File: src/adc_ctrl_pkg.sv
// Package for the converter control register block.
// Assumes a plain address/strobe register port and one system clock.
package adc_ctrl_pkg;

  // ****************************************
  // Register offsets
  // ****************************************
  localparam logic [2:0] OFF_RESULT_LOW = 3'h0;
  localparam logic [2:0] OFF_RESULT_HIGH = 3'h1;
  localparam logic [2:0] OFF_CONV_MAIN = 3'h2;
  localparam logic [2:0] OFF_SRC_CLK = 3'h3;
  localparam logic [2:0] OFF_AMP_REF = 3'h4;

  // ****************************************
  // Field positions
  // ****************************************
  localparam int BIT_START = 7;
  localparam int BIT_BUSY = 6;
  localparam int BIT_POWER = 5;
  localparam int BIT_JUSTIFY = 4;
  localparam int BIT_AMP_EN = 7;
  localparam int BIT_AMP_IN = 4;

  // ****************************************
  // Reset values and masks
  // ****************************************
  localparam logic [7:0] RST_REG = 8'h00;
  localparam logic [7:0] MASK_SRC_CLK = 8'hf7;
  localparam logic [7:0] MASK_AMP_REF = 8'h9f;

  // ****************************************
  // Source select codes
  // ****************************************
  localparam logic [3:0] SRC_PROX0 = 4'h8;
  localparam logic [3:0] SRC_PROX1 = 4'h9;

  // ****************************************
  // Timing
  // ****************************************
  localparam int CONV_CLOCKS = 16;
  localparam logic [7:0] CONV_COUNT_W8 = 8'h10;

endpackage

File: src/adc_control_registers.sv
// Control and result registers for one 12-bit converter.
// Assumes the analog core returns conversion bits and a done pulse on core_clk.
//
// Design decisions made here: the register offsets and the address-and-strobe port.
`timescale 1ns/10ps

// Behaviour
// - Justify 0: high byte holds bits 11..4, low byte top nibble bits 3..0.
// - Justify 1: high byte low nibble bits 11..8, low byte bits 7..0.
// - Data bit positions without result bits read as zero.
// - Power enable low powers down converter; result registers hold.
// - Conversion starts on start bit low-high-low sequence, not level.
// - Busy flag sets on start sequence, clears on completion.
// - Channel codes 0..7 route inputs 0..7; codes 8..15 float.
// - Source codes pick external, supply /1/2/4 or amplifier /1/2/4.
// - Source 8 and 9 pick proximity amps; 10 and 11 ground. Source 9 drives internal_source 0, the same as ground.
// - Internal source disconnects the external channel input.
// - Converter clock is system clock divided by two to field power.
// - Unimplemented control bits read as zero.
// - Amplifier input select: 0 external pin, 1 bandgap.
// - Reference: 00 supply, 01 pin, 1x amplifier; internal wins.
// - Amplifier gain codes 00..11 give gains 1..4.
// - Selected analog pins lose digital function and pull-high.
// - Completion raises the converter interrupt request pulse.
module adc_control_registers #(
  parameter int CHANNELS = 8
) (
  input wire logic core_clk,
  input wire logic rst_n,
  input wire logic [2:0] reg_addr,
  input wire logic [7:0] reg_wdata,
  input wire logic reg_wr,
  input wire logic reg_rd,
  output logic [7:0] reg_rdata,
  input wire logic [11:0] conv_result,
  input wire logic conv_done,
  output logic conv_power_on,
  output logic conv_start,
  output logic conv_clk_en,
  output logic conv_busy,
  output logic conv_irq,
  output logic [CHANNELS-1:0] channel_connect,
  output logic [CHANNELS-1:0] pin_analog_mode,
  output logic [2:0] internal_source,
  output logic external_path_on,
  output logic [1:0] reference_route,
  output logic gain_amp_on,
  output logic gain_amp_bandgap,
  output logic [2:0] gain_amp_gain
);

  // ****************************************
  // Control registers
  // ****************************************
  logic start_bit_ff;
  logic power_ff;
  logic justify_ff;
  logic [3:0] channel_ff;
  logic [7:0] src_clk_ff;
  logic [7:0] amp_ref_ff;
  logic busy_ff;
  logic [11:0] result_ff;
  logic [7:0] rdata_ff;
  logic [6:0] div_cnt_ff;
  logic done_pulse_ff;
  logic [7:0] main_rd;
  logic [7:0] low_rd;
  logic [7:0] high_rd;
  logic wr_main;

  assign wr_main = reg_wr && (reg_addr == adc_ctrl_pkg::OFF_CONV_MAIN);

  always_ff @(posedge core_clk or negedge rst_n) begin
    if (!rst_n) begin
      start_bit_ff <= 1'b0;
      power_ff <= 1'b0;
      justify_ff <= 1'b0;
      channel_ff <= 4'h0;
    end else if (wr_main) begin
      start_bit_ff <= reg_wdata[adc_ctrl_pkg::BIT_START];
      power_ff <= reg_wdata[adc_ctrl_pkg::BIT_POWER];
      justify_ff <= reg_wdata[adc_ctrl_pkg::BIT_JUSTIFY];
      channel_ff <= reg_wdata[3:0];
    end
  end

  always_ff @(posedge core_clk or negedge rst_n) begin
    if (!rst_n) begin
      src_clk_ff <= adc_ctrl_pkg::RST_REG;
      amp_ref_ff <= adc_ctrl_pkg::RST_REG;
    end else if (reg_wr) begin
      if (reg_addr == adc_ctrl_pkg::OFF_SRC_CLK) begin
        src_clk_ff <= reg_wdata & adc_ctrl_pkg::MASK_SRC_CLK;
      end
      if (reg_addr == adc_ctrl_pkg::OFF_AMP_REF) begin
        amp_ref_ff <= reg_wdata & adc_ctrl_pkg::MASK_AMP_REF;
      end
    end
  end

  // ****************************************
  // Start sequence and busy
  // ****************************************
  // Falling edge of start bit
  assign conv_start = wr_main && start_bit_ff && !reg_wdata[adc_ctrl_pkg::BIT_START]
    && power_ff && !busy_ff;

  always_ff @(posedge core_clk or negedge rst_n) begin
    if (!rst_n) begin
      busy_ff <= 1'b0;
    end else if (conv_start) begin
      busy_ff <= 1'b1;
    end else if (conv_done || !power_ff) begin
      busy_ff <= 1'b0;
    end
  end
  assign conv_busy = busy_ff;

  always_ff @(posedge core_clk or negedge rst_n) begin
    if (!rst_n) begin
      result_ff <= 12'h000;
    end else if (conv_done && busy_ff && power_ff) begin
      result_ff <= conv_result;
    end
  end

  always_ff @(posedge core_clk or negedge rst_n) begin
    if (!rst_n) begin
      done_pulse_ff <= 1'b0;
    end else begin
      done_pulse_ff <= conv_done && busy_ff && power_ff;
    end
  end
  assign conv_irq = done_pulse_ff;

  // ****************************************
  // Converter clock divider
  // ****************************************
  // Divide by two to the field
  always_ff @(posedge core_clk or negedge rst_n) begin
    if (!rst_n) begin
      div_cnt_ff <= 7'h00;
    end else if (!power_ff) begin
      div_cnt_ff <= 7'h00;
    end else begin
      div_cnt_ff <= div_cnt_ff + 7'h01;
    end
  end

  function automatic logic div_tick(input logic [6:0] cnt, input logic [2:0] sel);
    logic [6:0] mask;
    mask = 7'((8'h01 << sel) - 8'h01);
    div_tick = (cnt & mask) == mask;
  endfunction

  assign conv_clk_en = power_ff && div_tick(div_cnt_ff, src_clk_ff[2:0]);
  assign conv_power_on = power_ff;

  // ****************************************
  // Analog routing
  // ****************************************
  logic [3:0] src_sel;
  logic src_internal;
  assign src_sel = src_clk_ff[7:4];

  always_comb begin
    src_internal = 1'b1;
    internal_source = 3'h0;
    case (src_sel)
      4'h0, 4'h4, 4'hc, 4'hd, 4'he, 4'hf: src_internal = 1'b0;
      4'h1, 4'h2, 4'h3: internal_source = {1'b0, src_sel[1:0]};
      4'h5, 4'h6, 4'h7: internal_source = {1'b1, src_sel[1:0]};
      adc_ctrl_pkg::SRC_PROX0: internal_source = 3'h4;
      adc_ctrl_pkg::SRC_PROX1: internal_source = 3'h0;
      default: internal_source = 3'h0;
    endcase
  end
  // Code space reuse: 3'h4 on proximity and supply-zero/ground both 0
  // is not resolved: src_sel is not an output, so source 9 drives the same outputs as ground.

  assign external_path_on = power_ff && !src_internal;

  genvar g;
  generate
    for (g = 0; g < CHANNELS; g++) begin : g_ch
      assign channel_connect[g] = external_path_on && (channel_ff == 4'(g));
      assign pin_analog_mode[g] = channel_connect[g];
    end
  endgenerate

  assign reference_route = amp_ref_ff[3] ? 2'b10 : amp_ref_ff[3:2];
  assign gain_amp_bandgap = amp_ref_ff[adc_ctrl_pkg::BIT_AMP_IN];
  assign gain_amp_on = amp_ref_ff[adc_ctrl_pkg::BIT_AMP_EN];
  assign gain_amp_gain = {1'b0, amp_ref_ff[1:0]} + 3'h1;

  // ****************************************
  // Read path
  // ****************************************
  // Left justified for justify 0, right justified for justify 1
  assign low_rd = justify_ff ? result_ff[7:0] : {result_ff[3:0], 4'h0};
  assign high_rd = justify_ff ? {4'h0, result_ff[11:8]} : result_ff[11:4];
  assign main_rd = {start_bit_ff, busy_ff, power_ff, justify_ff, channel_ff};

  always_ff @(posedge core_clk or negedge rst_n) begin
    if (!rst_n) begin
      rdata_ff <= 8'h00;
    end else if (reg_rd) begin
      case (reg_addr)
        adc_ctrl_pkg::OFF_RESULT_LOW: rdata_ff <= low_rd;
        adc_ctrl_pkg::OFF_RESULT_HIGH: rdata_ff <= high_rd;
        adc_ctrl_pkg::OFF_CONV_MAIN: rdata_ff <= main_rd;
        adc_ctrl_pkg::OFF_SRC_CLK: rdata_ff <= src_clk_ff;
        adc_ctrl_pkg::OFF_AMP_REF: rdata_ff <= amp_ref_ff;
        default: rdata_ff <= 8'h00;
      endcase
    end else begin
      rdata_ff <= 8'h00;
    end
  end
  assign reg_rdata = rdata_ff;

endmodule

File: config.mk
export PLATFORM = sky130hd
export DESIGN_NAME = adc_control_registers
export DESIGN_NICKNAME = d
export VERILOG_FILES = /design/src/adc_ctrl_pkg.sv /design/src/adc_control_registers.sv
export SDC_FILE = /design/constraint.sdc
export NUM_CORES = 1
export LEC_CHECK = 0
export BUFFER_PORTS_ARGS = -buffer_cell sky130_fd_sc_hd__clkbuf_2
export CORE_MARGIN = 2
export CORE_UTILIZATION = 50
export CTS_BUF_LIST = sky130_fd_sc_hd__clkbuf_4 sky130_fd_sc_hd__clkbuf_8
export DETAILED_ROUTE_END_ITERATION = 6
export PLACE_DENSITY = 0.78
export SLEW_MARGIN = 20
export SYNTH_ARGS = -nofsm -noshare
export SYNTH_HDL_FRONTEND = slang
export SYNTH_SLANG_ARGS = --single-unit
File: constraint.sdc
create_clock -name core_clk -period 2.3 [get_ports core_clk]
set_clock_uncertainty 0.15 [all_clocks]
set_input_delay 0.345 -clock core_clk [delete_from_list [all_inputs] [get_ports core_clk]]
set_output_delay 0.345 -clock core_clk [all_outputs]
set_load 0.05 [all_outputs]
==> reports/summary.txt <==
Die X: 75.3 um
Reg-to-reg startpoint: conv_power_on$_DFFE_PN0N_
Hold depth: 2
Synthesized area: 2540 um^2
RD Place Congestion: 0.921
Largest net degree at the start of global routing: 25
WS Path Type: register to output pin
TritonCTS clock tree: yes
Gate Count Post-Synth: 230
Skew-Pair Late Insertion Delay: 0.30 ns
Root Buffer: clkbuf_8
Run status: complete, but fails checks
Yosys warns: 0
Share of cells above drive strength 1: 0.508
Final WL: 5870 um
Fin Setup TNS: -3.66 ns
Critical Path RT: 1.80 ns
Area grow syn2layout: 34.8%
Initial antenna violation count: 0
Failing checks: negative setup slack
Die Ht: 75.3 um
Min-delay worst type: primary input to register
TritonRoute pass-1 iters: 4
Nets@finish: 337
Reg2Reg Setup Slack: 0.55 ns
Fin crit period: 2.61 ns
Critical R2R Capture: result_ff[6]$_DFFE_PN0P_
Min-Delay Endpoint: result_ff[9]$_DFFE_PN0P_
CP Capture Type: output pin
DRC violations left: 0
Peak supply drop: 0.427 mV
Max Freq: 383 MHz
GRT Total Usage: 0.218
# rows: 25
Vias in the first global route: 1,932
Port-buffer cells: 67
Top FF cell, synth: dfrtp_1
Post-synth cell types: 44
Commonest non-fill, non-tap cell in the layout: clkbuf_2
DR vias: 2,048
Initial Util: 0.528
Die Footprint: 5680 um^2
Pwr Density: 742 nW/um^2
Grt ovf: 0
CP Launch Type: register
Syn_area_per_cell: 11.1 um^2
Max transition margin: 0.588
Final worst-path cycle share: 1.13
Syn_nets: 261
Most frequent cells in the layout: 49 x clkbuf_2, 48 x dfrtp_1, 38 x mux2_2
Clock H-tree levels: 2
Maxcap violations: 0
Antenna diodes: 0
Final Max Tran Viols: 0
Final Setup Violations: 17
Clk slew on worst S/H paths: 0.09 ns
Clock Path Buffers: 2
Seq/Total Area, Yosys: 0.482
TritonCTS Buffers: 5
Flops & latches, synth: 49
First-pass GRT wire length: 9250 um
FF-to-FF path depth: 3
Post-DP HPWL: 4320 um
Final Cell Area: 3430 um^2
Post-synth EDFFs: 0
Ports: 68
Placement Cell Area: 3120 um^2
Final WS setup: -0.310 ns
Leak: 1.59 nW
Clk sink count: 49
Worst-path fanout max: 2
FFs w/ async S/R, synth: 1.00
WP data arrival: 2.11 ns
Core Area: 4820 um^2
RSZ-0062 raised after global routing: yes
1st-iter DRT viols: 206
Wirelength per Cell: 15.7 um
Hold Startpoint: conv_result[9]
DR vias/cell: 5.48
Worst-Margin Slew: 0.616 ns
Final hold vios: 0
Antenna-violating nets left: 0
## routing by layer
layer,GRT usage,vias up,part of all wire
met4,0.0916,0,0.023
met3,0.0384,13,0.061
li1,-,957,-
met5,0,-,0
met1,0.294,992,0.43
met2,0.351,86,0.49
## critical path, stage by stage (launching register included)
cell	delay [ns]
dfrtp_1	0.40
or3_4	0.41
ha_4	0.28
o21ai_2	0.05
a31oi_1	0.15
o21ai_1	0.12
a221oi_4	0.24
buf_12	0.17
## metrics by stage
step / power (W) / worst slack [ns] / hold slack [ns] / std cells / utilization
CTS: 0.00254 / -0.297 / 0.0997 / 373 / 0.707
global route: 0.00268 / -0.375 / 0.101 / 374 / 0.712
finish: 0.00255 / -0.310 / 0.109 / 374 / 0.712
floorplan: 0.00173 / -0.595 / -0.101 / 230 / -
global placement: 0.00194 / -0.0232 / 0.0536 / 361 / 0.647
detailed placement: 0.00197 / -0.0624 / 0.0457 / 361 / 0.647
## kinds of logic after synthesis
family                     count (synthesis)  share of synthesized area
adders and majority gates                  3                     0.0148
and+or+nand+nor                           75                      0.162
DFF                                       49                      0.482
muxes                                     42                      0.184
xor gates and xnor gates                   6                     0.0206
AOI/OAI and AO/OA                         32                     0.0880
buffers and inverters                     23                     0.0487
## registers in the layout, indices dropped and copies added (netlist names)
name	count
result_ff	12
reg_rdata	8
div_cnt_ff	7
src_clk_ff	7
amp_ref_ff	6
channel_ff	4
conv_busy	1
conv_irq	1
conv_power_on	1
justify_ff	1
start_bit_ff	1
## worst max-delay path by stage
stage	slack, ns	from	to
floorplan	-0.59	src_clk_ff[4]$_DFFE_PN0P_	pin_analog_mode[0]
global placement	-0.02	src_clk_ff[4]$_DFFE_PN0P_	pin_analog_mode[0]
detailed placement	-0.06	src_clk_ff[4]$_DFFE_PN0P_	pin_analog_mode[0]
CTS	-0.30	src_clk_ff[2]$_DFFE_PN0P_	conv_clk_en
global route	-0.37	src_clk_ff[0]$_DFFE_PN0P_	conv_clk_en
finish	-0.31	src_clk_ff[0]$_DFFE_PN0P_	conv_clk_en
## power breakdown
part	total, W	leakage (nW)	switching (W)	internal [W]
sequential	0.00108	0.640	0.000111	0.000969
combinational	0.000945	0.906	0.000565	0.000381
clock	0.000521	0.0447	0.000301	0.000220
total	0.00255	1.59	0.000977	0.00157
## cells in the mapped netlist (4+ instances only)
cell | instances | share of area
xnor2_1 | 5 | 0.017
o21ai_0 | 7 | 0.014
nand2_1 | 16 | 0.024
clkbuf_1 | 6 | 0.0088
a21oi_1 | 5 | 0.0098
and2_1 | 6 | 0.015
dfrtp_1 | 49 | 0.48
nand3_1 | 4 | 0.0079
buf_4 | 9 | 0.027
nor2_1 | 15 | 0.022
mux2_2 | 38 | 0.17
a32oi_1 | 4 | 0.014
inv_1 | 4 | 0.0059
a22oi_1 | 5 | 0.015
nor2b_1 | 10 | 0.025
mux2i_1 | 4 | 0.016
## cell type report
cell class | instances | area (um^2)
well taps | 67 | 83.8
flip-flops and latches | 49 | 1230
clock inverters | 3 | 25.0
multi-input cells | 158 | 1320
clock buffers | 5 | 68.8
repair buffers | 88 | 687
inverters | 4 | 15.0
fillers | 381 | 1390
## repair_timing
action / CTS / global route
endpoints found under the setup margin: 17 / 17
resized for setup: 38 / 14
pin swaps: 4 / 3
hold endpoints to repair: 6 / 0
buffers inserted: 3 / 1
hold buffers: 1 / 0
Note: power is estimated with default switching activity, not from simulation.
